===== config.mk =====
export PLATFORM = sky130hd
export DESIGN_NAME = switch_latch
export DESIGN_NICKNAME = d
export VERILOG_FILES = /design/src/pkg/latch_pkg.sv /design/src/verilog/switch_latch.sv /design/src/verilog/switch_sync.sv
export SDC_FILE = /design/constraint.sdc
export NUM_CORES = 1
export LEC_CHECK = 0
export BUFFER_PORTS_ARGS = -buffer_cell sky130_fd_sc_hd__clkbuf_2
export CAP_MARGIN = 20
export CORE_ASPECT_RATIO = 0.8
export CORE_UTILIZATION = 55
export DETAILED_ROUTE_END_ITERATION = 6
export GPL_ROUTABILITY_DRIVEN = 1
export PLACE_DENSITY_LB_ADDON = 0.1
export SYNTH_ARGS = -nofsm -noshare
export SYNTH_HDL_FRONTEND = slang
export SYNTH_SLANG_ARGS = --single-unit

===== constraint.sdc =====
create_clock -name hclk -period 3 [get_ports hclk]
set_input_delay 0.45 -clock hclk [delete_from_list [all_inputs] [get_ports hclk]]
set_output_delay 0.45 -clock hclk [all_outputs]
set_load 0.1 [all_outputs]

===== src/pkg/latch_pkg.sv =====
// Package: register map, field layout, reset values and carriers for the switch latch block
package latch_pkg;
   // Register indices as printed; the byte address is four times the index
   localparam logic [9:0] LATCH_POS_INDEX = 10'h061;
   localparam logic [9:0] PREG_CTRL_INDEX = 10'h062;
   localparam logic [11:0] LATCH_POS_ADDR = {LATCH_POS_INDEX, 2'b00};
   localparam logic [11:0] PREG_CTRL_ADDR = {PREG_CTRL_INDEX, 2'b00};
   localparam logic [11:0] RAMP_STATUS_ADDR = 12'h000;
   localparam logic [11:0] SWITCH_MODE_ADDR = 12'h004;
   localparam logic [11:0] IRQ_MASK_ADDR = 12'h008;

   // Ramp status fields
   localparam int STAT_STOP_L_BIT = 0;
   localparam int STAT_STOP_R_BIT = 1;
   localparam int STAT_LATCH_L_BIT = 2;
   localparam int STAT_LATCH_R_BIT = 3;
   localparam int STAT_POS_REACHED_BIT = 9;

   // Position regulator control fields
   localparam int PREG_GAIN_LSB = 0;
   localparam int PREG_GAIN_MSB = 9;
   localparam int PREG_TOL_LSB = 16;
   localparam int PREG_TOL_MSB = 23;
   localparam int PREG_EN_TOL_BIT = 28;

   // Reset values
   localparam logic [31:0] LATCH_POS_RESET = 32'h0000_0000;
   localparam logic [9:0] PREG_GAIN_RESET = 10'h000;
   localparam logic [7:0] PREG_TOL_RESET = 8'h00;
   localparam logic PREG_EN_TOL_RESET = 1'b1;
   localparam logic [3:0] SWITCH_MODE_RESET = 4'h0;
   localparam logic [1:0] IRQ_MASK_RESET = 2'h0;

   // Switch mode: which transitions latch the position
   typedef struct packed {
      logic latch_r_inactive;
      logic latch_r_active;
      logic latch_l_inactive;
      logic latch_l_active;
   } switch_mode_s;

   // Captured AHB address phase
   typedef struct packed {
      logic valid;
      logic write;
      logic [11:0] addr;
   } addr_phase_s;

   // Position regulator control
   typedef struct packed {
      logic en_tol_on_pos_reached;
      logic [7:0] tolerance;
      logic [9:0] gain;
   } preg_ctrl_s;
endpackage : latch_pkg


===== src/verilog/switch_latch.sv =====
// Reference switch position latch with position regulator tolerance and AHB-Lite registers
//
// The implementer's own choice: the AHB-Lite register port.
`timescale 1ns/1ps
// Summary of operation
// - Right latch sets status bit 3, left sets bit 2; writing one clears.
// - Status bit 1 reads the live right switch, one while active.
// - Status bit 0 reads the live left switch, one while active.
// - Selected switch transition copies the full actual position into the latch register.
// - Tolerance applies always when bit 28 clear, only at position reached when set.
// - Position errors smaller than the tolerance field are treated as zero.
// - Position reached flag stays set while actual equals target position.
module switch_latch
   import latch_pkg::*;
(
   input wire logic hclk,
   input wire logic hresetn,
   input wire logic hsel,
   input wire logic [31:0] haddr,
   input wire logic [1:0] htrans,
   input wire logic hwrite,
   input wire logic [2:0] hsize,
   input wire logic [31:0] hwdata,
   input wire logic hready,
   output logic [31:0] hrdata,
   output logic hreadyout,
   output logic hresp,
   input wire logic ref_switch_l,
   input wire logic ref_switch_r,
   input wire logic [31:0] actual_position,
   input wire logic [31:0] target_position,
   output logic [31:0] regulated_error,
   output logic [9:0] regulator_gain,
   output logic position_reached,
   output logic irq
);
   addr_phase_s dphase;
   switch_mode_s switch_mode_config;
   preg_ctrl_s preg_ctrl;
   logic [31:0] latched_position;
   logic [1:0] latch_flag;
   logic [1:0] irq_mask;
   logic sw_l;
   logic sw_r;
   logic rise_l;
   logic fall_l;
   logic rise_r;
   logic fall_r;
   logic event_l;
   logic event_r;
   logic wr_status;
   logic [31:0] pos_error;
   logic [31:0] error_mag;
   logic tol_allowed;
   logic [31:0] next_error;
   logic [31:0] next_rdata;

   ////////////////////////////////////////////////////////////////////////////
   // Switch inputs
   switch_sync left_sync (
      .hclk(hclk),
      .hresetn(hresetn),
      .pin(ref_switch_l),
      .level(sw_l),
      .went_active(rise_l),
      .went_inactive(fall_l)
   );

   switch_sync right_sync (
      .hclk(hclk),
      .hresetn(hresetn),
      .pin(ref_switch_r),
      .level(sw_r),
      .went_active(rise_r),
      .went_inactive(fall_r)
   );

   // Latch events selected by the switch mode
   always_comb begin
      event_l = (switch_mode_config.latch_l_active & rise_l) | (switch_mode_config.latch_l_inactive & fall_l);
      event_r = (switch_mode_config.latch_r_active & rise_r) | (switch_mode_config.latch_r_inactive & fall_r);
      wr_status = dphase.valid & dphase.write & (dphase.addr == RAMP_STATUS_ADDR);
   end

   ////////////////////////////////////////////////////////////////////////////
   // AHB-Lite address phase capture; zero wait states, always OKAY
   always_ff @(posedge hclk or negedge hresetn) begin
      if (!hresetn) begin
         dphase <= '0;
         hreadyout <= 1'b1;
         hresp <= 1'b0;
      end else begin
         dphase.valid <= hsel & htrans[1] & hready;
         dphase.write <= hwrite;
         dphase.addr <= haddr[11:0];
         hreadyout <= 1'b1;
         hresp <= 1'b0;
      end
   end

   // Read data is prepared in the address phase so it stands from a flop in the data phase
   always_comb begin
      next_rdata = 32'h0000_0000;
      if (haddr[11:0] == RAMP_STATUS_ADDR) begin
         next_rdata[STAT_STOP_L_BIT] = sw_l;
         next_rdata[STAT_STOP_R_BIT] = sw_r;
         next_rdata[STAT_LATCH_L_BIT] = latch_flag[0];
         next_rdata[STAT_LATCH_R_BIT] = latch_flag[1];
         next_rdata[STAT_POS_REACHED_BIT] = position_reached;
      end else if (haddr[11:0] == SWITCH_MODE_ADDR) begin
         next_rdata[3:0] = switch_mode_config;
      end else if (haddr[11:0] == IRQ_MASK_ADDR) begin
         next_rdata[STAT_LATCH_R_BIT:STAT_LATCH_L_BIT] = irq_mask;
      end else if (haddr[11:0] == LATCH_POS_ADDR) begin
         next_rdata = latched_position;
      end else if (haddr[11:0] == PREG_CTRL_ADDR) begin
         next_rdata[PREG_EN_TOL_BIT] = preg_ctrl.en_tol_on_pos_reached;
         next_rdata[PREG_TOL_MSB:PREG_TOL_LSB] = preg_ctrl.tolerance;
         next_rdata[PREG_GAIN_MSB:PREG_GAIN_LSB] = preg_ctrl.gain;
      end
   end

   // Read data register; unmapped addresses read zero
   always_ff @(posedge hclk or negedge hresetn) begin
      if (!hresetn) begin
         hrdata <= 32'h0000_0000;
      end else if (hsel && htrans[1] && hready && !hwrite) begin
         hrdata <= next_rdata;
      end
   end

   ////////////////////////////////////////////////////////////////////////////
   // Writable control registers; the latch register has no write path at all
   always_ff @(posedge hclk or negedge hresetn) begin
      if (!hresetn) begin
         switch_mode_config <= SWITCH_MODE_RESET;
         irq_mask <= IRQ_MASK_RESET;
         preg_ctrl.en_tol_on_pos_reached <= PREG_EN_TOL_RESET;
         preg_ctrl.tolerance <= PREG_TOL_RESET;
         preg_ctrl.gain <= PREG_GAIN_RESET;
      end else if (dphase.valid && dphase.write) begin
         if (dphase.addr == SWITCH_MODE_ADDR) begin
            switch_mode_config <= hwdata[3:0];
         end else if (dphase.addr == IRQ_MASK_ADDR) begin
            irq_mask <= hwdata[STAT_LATCH_R_BIT:STAT_LATCH_L_BIT];
         end else if (dphase.addr == PREG_CTRL_ADDR) begin
            preg_ctrl.en_tol_on_pos_reached <= hwdata[PREG_EN_TOL_BIT];
            preg_ctrl.tolerance <= hwdata[PREG_TOL_MSB:PREG_TOL_LSB];
            preg_ctrl.gain <= hwdata[PREG_GAIN_MSB:PREG_GAIN_LSB];
         end
      end
   end

   ////////////////////////////////////////////////////////////////////////////
   // Position capture; both events in one cycle capture the same value
   always_ff @(posedge hclk or negedge hresetn) begin
      if (!hresetn) begin
         latched_position <= LATCH_POS_RESET;
      end else if (event_l || event_r) begin
         latched_position <= actual_position;
      end
   end

   // Latch ready flags: an event in the clearing cycle wins over the clear
   always_ff @(posedge hclk or negedge hresetn) begin
      if (!hresetn) begin
         latch_flag <= 2'b00;
      end else begin
         latch_flag[0] <= event_l | (latch_flag[0] & ~(wr_status & hwdata[STAT_LATCH_L_BIT]));
         latch_flag[1] <= event_r | (latch_flag[1] & ~(wr_status & hwdata[STAT_LATCH_R_BIT]));
      end
   end

   // Level interrupt from unmasked latch flags
   always_ff @(posedge hclk or negedge hresetn) begin
      if (!hresetn) begin
         irq <= 1'b0;
      end else begin
         irq <= |(latch_flag & irq_mask);
      end
   end

   ////////////////////////////////////////////////////////////////////////////
   // Regulator error with tolerance dead band
   always_comb begin
      pos_error = target_position - actual_position;
      error_mag = pos_error[31] ? (32'h0000_0000 - pos_error) : pos_error;
      tol_allowed = ~preg_ctrl.en_tol_on_pos_reached | position_reached;
      next_error = pos_error;
      if (tol_allowed && (error_mag < {24'h00_0000, preg_ctrl.tolerance})) begin
         next_error = 32'h0000_0000;
      end
   end

   // Regulator outputs and position reached flag
   always_ff @(posedge hclk or negedge hresetn) begin
      if (!hresetn) begin
         regulated_error <= 32'h0000_0000;
         regulator_gain <= PREG_GAIN_RESET;
         position_reached <= 1'b0;
      end else begin
         regulated_error <= next_error;
         regulator_gain <= preg_ctrl.gain;
         position_reached <= (actual_position == target_position);
      end
   end

   ////////////////////////////////////////////////////////////////////////////
   // Checks
   a_latch_r_set: assert property (@(posedge hclk) disable iff (!hresetn) event_r |=> latch_flag[1])
      else $error("right latch flag not set after event");
   a_latch_l_clear: assert property (@(posedge hclk) disable iff (!hresetn)
      (wr_status && hwdata[STAT_LATCH_L_BIT] && !event_l) |=> !latch_flag[0])
      else $error("left latch flag not cleared by write one");
   a_switch_r_live: assert property (@(posedge hclk) disable iff (!hresetn)
      ref_switch_r [*3] |-> sw_r)
      else $error("right switch status not active");
   a_switch_l_live: assert property (@(posedge hclk) disable iff (!hresetn)
      (!ref_switch_l) [*3] |-> !sw_l)
      else $error("left switch status not inactive");
   a_capture_position: assert property (@(posedge hclk) disable iff (!hresetn)
      (event_l || event_r) |=> latched_position == $past(actual_position))
      else $error("latched position differs from captured position");
   a_tol_always: assert property (@(posedge hclk) disable iff (!hresetn)
      (!preg_ctrl.en_tol_on_pos_reached && error_mag < {24'h00_0000, preg_ctrl.tolerance})
      |=> regulated_error == 32'h0000_0000)
      else $error("error inside tolerance not ignored");
   a_tol_gated: assert property (@(posedge hclk) disable iff (!hresetn)
      (preg_ctrl.en_tol_on_pos_reached && !position_reached) |=> regulated_error == $past(pos_error))
      else $error("tolerance applied before position reached");
   a_tol_outside: assert property (@(posedge hclk) disable iff (!hresetn)
      (error_mag >= {24'h00_0000, preg_ctrl.tolerance}) |=> regulated_error == $past(pos_error))
      else $error("error outside tolerance suppressed");
   a_pos_reached: assert property (@(posedge hclk) disable iff (!hresetn)
      (actual_position == target_position) |=> position_reached)
      else $error("position reached flag not set");
   a_latch_hold: assert property (@(posedge hclk) disable iff (!hresetn)
      (!event_l && !event_r) |=> $stable(latched_position))
      else $error("latched position changed without event");

   c_left_capture: cover property (@(posedge hclk) disable iff (!hresetn) event_l ##1 latch_flag[0]);
   c_right_capture: cover property (@(posedge hclk) disable iff (!hresetn) event_r ##1 latch_flag[1]);
   c_irq: cover property (@(posedge hclk) disable iff (!hresetn) $rose(irq));
   c_set_and_clear: cover property (@(posedge hclk) disable iff (!hresetn) wr_status && event_r);
endmodule : switch_latch


===== src/verilog/switch_sync.sv =====
// Reference switch synchroniser with transition detection
`timescale 1ns/1ps
module switch_sync (
   input wire logic hclk,
   input wire logic hresetn,
   input wire logic pin,
   output logic level,
   output logic went_active,
   output logic went_inactive
);
   logic meta;
   logic prev;

   ////////////////////////////////////////////////////////////////////////////
   // Two stages before anything looks at the pin; only the second is used
   always_ff @(posedge hclk or negedge hresetn) begin
      if (!hresetn) begin
         meta <= 1'b0;
         level <= 1'b0;
         prev <= 1'b0;
      end else begin
         meta <= pin;
         level <= meta;
         prev <= level;
      end
   end

   // Edges are taken from settled stages so a glitchy first stage cannot fire twice
   always_comb begin
      went_active = level & ~prev;
      went_inactive = ~level & prev;
   end
endmodule : switch_sync

=== Word level (Yosys, flattened, before mapping) ===
Index checks and enable logic that the tools add are counted.

* Input port bits: 140
* Bits in registers: 155
* Output and inout port bits: 78

* Reductions and logical operators: 13
* Equal/unequal tests: 8
* Bitwise operators: 31
* Mux-type cells: 20
* Magnitude comparators: 1
* $add $sub $neg: 2

{| class="wikitable"
|+ Operator list
! kind !! count
|-
| $mux 32 || 2
|-
| $mux 28 || 2
|-
| $eq 12x9->1 const B || 3
|-
| $eq 32x32->1 || 1
|-
| $lt 32x8->1 || 1
|-
| $sub 1x32->32 const A || 1
|-
| $sub 32x32->32 || 1
|-
| $eq 12x3->1 const B || 2
|-
| $eq 12x4->1 const B || 2
|-
| $logic_not 12->1 || 2
|-
| $mux 22 || 1
|-
| $mux 10 || 2
|-
| $and 1x1->1 || 16
|-
| $mux 8 || 2
|-
| $mux 4 || 3
|-
| $not 1->1 || 9
|-
| $mux 6 || 1
|-
| $logic_and 1x1->1 || 5
|-
| $mux 5 || 1
|-
| $or 1x1->1 || 5
|-
| $mux 2 || 2
|-
| $reduce_and 4->1 || 1
|-
| $mux 1 || 3
|-
| $mux 3 || 1
|-
| 6 further kinds || 6
|}

=== Longest topological paths before layout ===
Gate-level depths: netlist of run 1.

* Depth in word-level cells: 6
* Mapped depth: 26
* Gate-level depth less buffers: 23

=== Hierarchy ===
From an unflattened synthesis of run 1, not the netlist that was laid out.

* Cell total of the unflattened synthesis: 942
* Area total of the unflattened synthesis: 9,053.7 µm²

{| class="wikitable"
|+ Modules (own cells, without submodules)
! module !! cells an instance !! times used !! seq. area each (µm²) !! area each (µm²)
|-
| switch_latch || 932 || 1 || 3,729.8 || 8,873.5
|-
| switch_sync || 5 || 2 || 75.1 || 90.1
|}

=== Worst setup path after synthesis of run 1 ===
Ideal clock, no wire load.

* Kind: in2reg
* Start point: input port actual_position[22]
* End point: register regulated_error[7]
* Data arrival time: 4.762 ns
* Path buffers: 3
* Library setup time: 0.136 ns
* Path slack: -1.898 ns
* Required time: 2.864 ns
* Cell stages on the path: 25
* Path through: inv_1 > ha_1 > clkbuf_1 > nand2_1 > o211ai_1 > or3b_2 > o22a_1 > o21a_1 > o21ai_1 > clkbuf_1 > nor2_1 > xnor2_1 > ha_1 > o21a_1 > o21ai_0 > nand2b_1 > a21oi_1 > o21ai_0 > nand2_1 > nand4_1 > nor4_1 > o2111ai_1 > nor4_4 > buf_6 > nor3_2

* Cells in the longest elaborated chain, start to end: 6

{| class="wikitable"
|+ Ends and longest elaborated chain
! item !! line !! RTL
|-
| start, declared || switch_latch.sv:30 || <nowiki>input wire logic [31:0] actual_position,</nowiki>
|-
| $sub 32x32->32 (*) || switch_latch.sv:186 || <nowiki>pos_error = target_position - actual_position;</nowiki>
|-
| $sub 1x32->32 || switch_latch.sv:187 || <nowiki>error_mag = pos_error[31] ? (32'h0000_0000 - pos_error) : pos_error;</nowiki>
|-
| $mux 32 (*) || switch_latch.sv:187 ||
|-
| $lt 32x8->1 (*) || switch_latch.sv:190 || <nowiki>if (tol_allowed && (error_mag < {24'h00_0000, preg_ctrl.tolerance})) begin</nowiki>
|-
| $logic_and 1x1->1 (*) || switch_latch.sv:190 ||
|-
| $mux 32 (*) || switch_latch.sv:190 ||
|-
| named net next_error[7] || switch_latch.sv:55 || <nowiki>logic [31:0] next_error;</nowiki>
|-
| end signal, assigned || switch_latch.sv:202 || <nowiki>regulated_error <= next_error;</nowiki>
|-
| end, declared || switch_latch.sv:32 || <nowiki>output logic [31:0] regulated_error,</nowiki>
|}

The timed path passes the listed nets; every way through them passes the cells marked *.
A chain may end at the register's enable or synchronous reset.

=== Final worst setup path of run 1 ===
* Start point: input port actual_position[0]
* End point: register regulated_error[3]

* Cells in the longest elaborated chain, start to end: 6

{| class="wikitable"
|+ Ends and longest elaborated chain
! item !! line
|-
| $sub 32x32->32 (*) || switch_latch.sv:186
|-
| $sub 1x32->32 || switch_latch.sv:187
|-
| $mux 32 || switch_latch.sv:187
|-
| $lt 32x8->1 || switch_latch.sv:190
|-
| $logic_and 1x1->1 || switch_latch.sv:190
|-
| $mux 32 (*) || switch_latch.sv:190
|-
| named net next_error[3] || switch_latch.sv:55
|}

Marked as above.

==> impl.org, run 1 <==
** Layout
- Relative to the synthesized area, the layout overhead comes to 50.3%.
- The finished cells cover 13,600 um2.
- N_diodes :: 0
- Layout Cells excl Fill :: 1,658
- For this run, the share of the core covered by cells in the final layout is 85.3%.
- Layout net count :: 1,611
- Fraction of layout instances using a drive strength above 1 :: 45.7%

** Logic synthesis
- Synthesized area per cell :: 9.19 um2
- Counting every instance in the synthesized netlist gives 983.
- In this run the cell area of the synthesized design comes to 9030 um2.
- Cell variety after synth :: 86
- The most used flip-flop cell after synthesis is dfrtp_1.
- Yosys instantiated no cell more often than dfrtp_1.
- Sequential elements use 43.0% of the synthesized area.
- EDFF count, synth :: 0
- After synthesis, the largest area contributor takes up 42.7% of total cell area.
- Share of synthesized flip-flops with an asynchronous set or reset :: 100%
- Ranked by total cell area, the synthesized netlist is headed by dfrtp_1, nand2_1, ha_1.
- The synthesized design spends more area on one cell type than any other, namely dfrtp_1.
- The number of nets handed over by synthesis was 1,163.
- Number of warning messages in the yosys log :: 0
- Flip-flop and latch count after synthesis :: 155
- The commonest cells after synthesis are dfrtp_1, nand2_1, o21ai_0, inv_1, a21oi_1.

** Timing
- Final setup fails :: 32
- Summed over all failing endpoints, the final setup total negative slack is -39.16 ns.
- Setup repair after global routing could not meet its margin everywhere.
- PnR worst setup slack :: -1.24 ns
- Hold is met by 0.111 ns.
- Number of max-slew violations in the final report :: 0
- At the pin with the least slew margin, the transition time is 0.673 ns.
- Based on the critical path, the design can be clocked at up to 0.236 GHz.
- Setup skew after layout :: 0.00771 ns
- Post-route fraction of the period consumed by the critical path :: 141%
- The worst pin sits at a relative slew slack of 55.0%.
- Hold Violations, Final :: 0
- Counting I/O delays and the setup requirement, the final critical path takes 4.24 ns.

** Status
- The final reports fail on setup timing.
- Result of the run :: complete, but fails checks

** Placed design
- Once placement completed, the tool counted placed cells totaling 1,601.
- Routability cong. :: 0.959
- Minimum setup slack after placement :: -1.71 ns
- Once detailed placement completed, the half-perimeter wirelength came to 23,300 um.
- Instance area at placement :: 12,300 um2
- The count of buffers added on input and output ports is 178.

** Power and ir drop
- Peak supply drop :: 0.000415 V
- Summing internal, switching and leakage power gives 7.56 mW.
- The analysis attributes to cell leakage a power of 6.50 nW.
- Total power density per cell area :: 557 nW/um2

** Route
- Using the TritonRoute via totals, the vias-per-cell ratio works out to 5.86.
- After detailed routing, the number of remaining DRC violations is 0.
- The detail route stage leaves a number of antenna-violating nets equal to 0.
- For this run, the detailed router's first-pass iteration total came to 5.
- Violation count after the first detailed-route iteration :: 847
- Detailed Route WL :: 33,300 um
- DR WL/cell :: 20.1 um
- Vias post-DR :: 9,709

** GRT
- Gr busiest metal :: met2
- GRT Util Overall :: 39.0%
- Met2 usage in global routing :: 64.4%
- For this run, global-route usage on met3 was measured as 8.09%.
- Largest net degree at the start of global routing :: 65
- First-pass GRT wire length :: 50,200 um
- GR Layer Usage met1 :: 50.4%
- Global routing finished with a remaining overflow of 0.
- Initial antenna violation count :: 0
- The number of global-route vias before repair was 9,607.

** Floorplanning
- The total area inside the core boundary comes to 15,900 um2.
- The initial utilization of the core area, before any placement, comes to 56.8%.
- In this run the count of I/O pins placed on the die edge is 218.
- Vertical die dimension :: 117 um
- The die covers 16,900 um2.
- Placement Rows :: 41
- Width of the die :: 145 um

** CTS
- Clock edge transition at the registers on the reported setup and hold paths :: 0.07 ns
- In this run the deepest clock path goes through 2 buffers.
- Clock latency on the worst-skew pair, taken at its later pin, is 0.44 ns.
- Clock tree synthesis inserted a total of 17 buffers.
- The clock tree synthesis step divided the H-tree into 4 levels.
- Clock root buffer :: clkbuf_16
- Number of sinks handled by clock tree synthesis :: 155
- TritonCTS built the clock tree.

** Setup path
- For the worst setup path, the data required time is 3.33 ns.
- Data on the critical path arrives at its endpoint at 4.57 ns.
- Worst setup path class :: primary input to register
- Ordered cell list for the critical path :: buf_2, ha_4, inv_2, fa_2, a211o_4, a21oi_4, a221oi_2, or3_4, a2111o_1, mux2_2, a2111oi_4, buf_4, nand3_1, a211oi_2, o22ai_2, nor4_4, buf_4, buf_12, nor2b_1
- The worst setup path is launched from a primary input.
- The largest individual stage delay along the critical path comes from the cell a2111o_1.
- Endpoint class of the critical path :: register
- Broken down by cell family, the worst path's largest delay share belongs to compound AO/OA/AOI/OAI gates.
- Critical path's most frequent cell :: buf_4
- Number of buffer and inverter instances along the worst setup path :: 5
- Max stage delay on crit path :: 0.42 ns
- Along the worst path, the maximum fanout reaches 8.

** Worst hold path
- Kind of path behind the tightest hold check :: primary input to register

** Flow run
- The tool flagged a number of max-cap violations equal to 0.
==> sequential cells by signal, summed over array words and instances (netlist names), 2 cells and up <==
signal	flops
hrdata	32
latched_position	32
regulated_error	32
preg_ctrl	19
dphase	14
regulator_gain	10
switch_mode_config	4
irq_mask	2
latch_flag	2
==> logic make-up after synthesis <==
| kind of cell | share of synthesized area, % |
|---|---|
| compound gates | 21.4 |
| xor+xnor | 3.08 |
| fa+ha+maj | 5.63 |
| buf+inv | 4.60 |
| flops | 43.0 |
| mux | 2.72 |
| other cells | 0.0832 |
| simple gates | 19.6 |
==> path summary, 6_finish.rpt <==
check	from	end	slack, ns	cells past startpoint
max in group asynchronous	hresetn	preg_ctrl[18]	1.73	3
max	actual_position[0]	regulated_error[3]	-1.24	19
max reg2reg	preg_ctrl[11]	regulated_error[3]	0.14	17
min reg2reg	left_sync.meta	left_sync.level	0.36	0
min in group asynchronous	hresetn	dphase[10]	0.51	2
min	ref_switch_r	right_sync.meta	0.11	1
==> metal layers <==
| layer | routed length (um) | vias to the layer above |
|---|---|---|
| met5 | 0 | - |
| met4 | 982 | 0 |
| met3 | 2790 | 86 |
| met2 | 15700 | 504 |
| met1 | 13800 | 4670 |
| li1 | - | 4449 |
==> worst register-to-register path, delay by kind of cell, from the launching register on <==
| family | cells | cell delay (ns) |
|---|---|---|
| simple gates | 6 | 0.75 |
| fa+ha+maj | 1 | 0.24 |
| buf+inv | 4 | 0.64 |
| flops | 1 | 0.39 |
| compound gates | 6 | 0.74 |
==> layout by cell type, fill, tap and decap left out, drive strengths merged, types with 20 or more instances in the layout <==
master and instances:
nand3 26, ha 39, o21ai 99, dfrtp 154
clkbuf 192, buf 301, nand4 22, inv 59
nor2 66, mux2 20, nand2 143, a21oi 42
==> layout make-up <==
cell class	instances	area, um2
Inverter	51	206
Tap cell	215	269
Timing Repair Buffer	477	3270
Multi-Input combinational cell	729	5350
Clock buffer	17	425
Clock inverter	14	175
Fill cell	909	2330
Sequential cell	155	3880
==> power by group <==
group	internal, mW	leakage [nW]	switching (mW)
logic	1.11	4.29	1.85
registers	2.27	1.92	0.0864
clock network	1.26	0.288	0.991
==> what timing repair did <==
| action | CTS | global route |
|---|---|---|
| cloned | 3 | 0 |
| endpoints found under the hold margin | 47 | 0 |
| pin swaps | 37 | 24 |
| hold buffers | 1 | 0 |
| setup buffers | 14 | 10 |
| setup endpoints to repair | 32 | 32 |
| gates resized for setup | 59 | 38 |
No activity file was read; power rests on OpenSTA's default activity.
==> run 2: changes to the inputs <==
- ABC_AREA: not set -> 1
- clock period: 3 -> 4.3 ns (I/O delays scaled with it)
==> impl.org, run 2 <==
** Setup path
- Endpoint of the worst setup timing path :: regulated_error[13]
- The endpoint identified for the worst register-to-register timing path is regulated_error[13].
- Tracing the worst setup path back leads to its startpoint at actual_position[12].
- The maximum fanout count along the critical path came to 6 (-2).
- The number of cell instances on the worst register-to-register path is 17 (unchanged).
- Cell with the largest stage delay on the worst path :: ha_1
- The critical path is of the primary input to register type.
- The data required time of the worst path came to 4.62 ns (+1.29 ns).
- Crit path launch type :: primary input
- Critical path's most frequent cell :: nand2_1
- Max stage delay on crit path :: 0.33 ns (-0.09 ns)
- The slack of the worst reg-to-reg path is 1.71 ns (+1.57 ns).
- Endpoint class of the critical path :: register
- The arrival time reported for the critical path endpoint is 4.35 ns (-0.22 ns).
- Reg-to-reg startpoint :: preg_ctrl[11]

** Logic synthesis
- The cell count after synthesis came to 1,402 (+43%).
- Area fraction of the dominant cell type after synthesis :: 39.4% (-3.3 points)
- Syn nets :: 1,582 (+36%)
- Cell variety after synth :: 42 (-51%)
- Share of synthesized flip-flops with an asynchronous set or reset :: 100% (unchanged)
- Area contributors post-synth :: dfrtp_1, nand2_1, inv_1
- The average cell area after synthesis was 6.99 um2 (-24%).
- Number of warning messages in the yosys log :: 0 (unchanged)
- EDFF count, synth :: 0 (unchanged)
- Flip-flop and latch count after synthesis :: 155 (unchanged)
- dfrtp_1 takes more of the synthesized area than any other cell.
- Top-count cell post-synth :: nand2_1
- The most used flip-flop cell after synthesis is dfrtp_1.
- Top post-synthesis cells by count :: nand2_1, inv_1, dfrtp_1, nor2_1, nand3_1
- Cell area after synthesis :: 9790 um2 (+8.5%)
- Register area share after synthesis :: 39.6% (-3.3 points)

** Power and ir drop
- The overall power consumption is 4.86 mW (-36%).
- The worst vdd rail ir drop is 0.000229 V (-45%).
- The power density relative to cell area is 384 nW/um2 (-31%).
- The leakage power summed over all cells came to 7.08 nW (+8.9%).

** Flow run
- Max-cap violation count :: 0 (unchanged)

** Layout
- The total inserted antenna cells is 0 (unchanged).
- Layout Cells excl Fill :: 1,941 (+17%)
- The library cell used most frequently in the layout, excluding fill and tap cells, is nand2_1.
- In the layout the commonest cells are nand2_1, inv_1, clkbuf_2, dfrtp_1, buf_4.
- Number of filler instances in the final layout :: 1,441 (+59%)
- Layout net count :: 1,883 (+17%)
- Fraction of layout instances using a drive strength above 1 :: 24.7% (-21 points)
- The area growth from synthesis to layout is 29.2%.
- Largest registers :: hrdata x32, latched_position x32, regulated_error x32

** Timing
- Slew headroom :: 46.3% (-8.8 points)
- Pin slew with the least headroom to its limit :: 0.806 ns (+0.133 ns)
- Hold Violations, Final :: 0 (unchanged)
- Max frequency :: 0.248 GHz
- Post-route fraction of the period consumed by the critical path :: 93.7%
- Final setup fails :: 0 (-100%)
- Setup skew after layout :: 0.0108 ns (+0.00314 ns)
- Number of max-slew violations in the final report :: 0 (unchanged)
- After layout, the minimum clock period comes to 4.03 ns.

** Route
- The antenna violation net count after detailed routing was 0 (unchanged).
- Via density per instance :: 5.29 (-9.7%)
- The vias after detailed routing came to 10,300 (+5.7%).
- The final wirelength is 31,400 um (-5.9%).
- Number of detailed-routing iterations run before antenna repair :: 5 (unchanged)
- Number of remaining DRC errors :: 0 (unchanged)
- The number of DRC violations after detailed-routing iteration 0 came to 815 (-3.8%).
- DR WL/cell :: 16.2 um (-20%)

** GRT
- The pin count of the biggest net entering global routing came to 93 (+43%).
- Total grt overflow :: 0 (unchanged)
- Via count of the first global-routing pass :: 9,557 (-0.52%)
- First-pass GRT wire length :: 48,900 um (-2.7%)
- The global routing usage summed across all routing layers was 35.5% (-3.5 points).
- The initial antenna violation count is 0 (unchanged).

** Floorplanning
- Vertical die dimension :: 121 um (+4.1%)
- Effective utilization at floorplan :: 56.4% (-0.43 points)
- The top-level I/O count was 218 (unchanged).
- The full die area came to 18,300 um2 (+8.3%).
- The floorplan core area is 17,400 um2 (+9.3%).
- Placement Rows :: 43 (+4.9%)
- Width of the die :: 151 um (+4.1%)

** CTS
- Clock root buffer :: clkbuf_16
- The number of buffers on the longest clock path was 2 (unchanged).
- TritonCTS clock tree :: yes
- The clock latency of the later-clocked register in the worst-skew pair was 0.44 ns (about the same).
- The number of clock sinks seen by CTS came to 155 (unchanged).
- The H-tree level count was 4 (unchanged).
- The clock transition at the registers of the reported paths came to 0.07 ns (about the same).
- Cts bufs inserted :: 17 (unchanged)

** Placed design
- Count of buffers from port buffering :: 178 (unchanged)
- Routability cong. :: 0.947 (-1.2%)
- Placed cell count :: 1,903 (+19%)
- The detailed-placement wirelength estimate is 24,500 um (+5.4%).

** Worst hold path
- The min-delay analysis places its worst path in the category primary input to asynchronous set/reset pin.

** Status
- Result of the run :: completed
-- run 2: layout make-up --
type | count | area [um2] | area share [%]
clock buffers | 18 | 429 | 3.39
clock inverters | 14 | 178 | 1.40
inverters | 259 | 972 | 7.69
multi-input cells | 963 | 4980 | 39.3
flip-flops and latches | 155 | 3880 | 30.7
well taps | 225 | 282 | 2.23
repair buffers | 307 | 1930 | 15.3
-- run 2: cell families (layout without fill, tap and decap cells) --
kind of cell               count (synthesis)  in the layout  share of synthesized area [%]
buffers and inverters                    284            598                           11.4
adders and majority gates                 40             40                           5.19
DFF                                      155            155                           39.6
AOI/OAI and AO/OA                        135            135                           8.09
muxes                                     18             18                           2.07
xor gates and xnor gates                   9              9                          0.805
other                                      2              2                         0.0767
and+or+nand+nor                          759            759                           32.8
-- run 2: power by group --
part | leakage, nW | switching (mW) | internal, mW
sequential | 1.85 | 0.0370 | 1.56
clock | 0.291 | 0.685 | 0.881
combinational | 4.94 | 1.21 | 0.480
total | 7.08 | 1.93 | 2.92
-- run 2: critical path: cells and delay by family --
family          cells  cell delay [ns]
simple gates       18             1.46
buf+inv             7             0.75
xor+xnor            1             0.16
fa+ha+maj           2             0.60
compound gates      4             0.70
-- run 2: how the worst min path moves through the flow --
stage	slack (ns)	to	cells past startpoint	from
2_1_floorplan	0.33	left_sync.level	0	left_sync.meta
4_1_cts	0.29	dphase[4]	1	hresetn
3_3_place_gp	0.33	right_sync.level	0	right_sync.meta
3_5_place_dp	0.34	left_sync.level	0	left_sync.meta
6_report	0.27	dphase[4]	1	hresetn
5_1_grt	0.30	left_sync.meta	1	ref_switch_l
-- run 2: what timing repair did --
action                                  4_1_cts  5_1_grt
hold buffers                                  0        0
endpoints found under the setup margin        0       32
resized for setup                             0       32
setup buffers                                 0        2
-- run 2: per-stage QoR --
step	area (um2)	util (%)	setup slack (ns)	hold slack, ns	TNS (ns)
after floorplan	9790	-	0.246	0.331	0
after global placement	11800	67.8	-0.139	0.335	-3.90
after detailed placement	11800	67.8	-0.207	0.342	-5.64
after CTS	12400	71.3	0.232	0.295	0
after global routing	12600	72.8	-0.0677	0.303	-1.40
final	12600	72.8	0.270	0.268	0
-- run 2: metal layers --
metal  global-route usage, %  wire length (um)  share of wire, %
met5                       0                 0                 0
met4                    9.88               762               2.4
met3                    9.02              2760               8.8
met2                    53.7             13800                44
met1                    50.0             14100                45
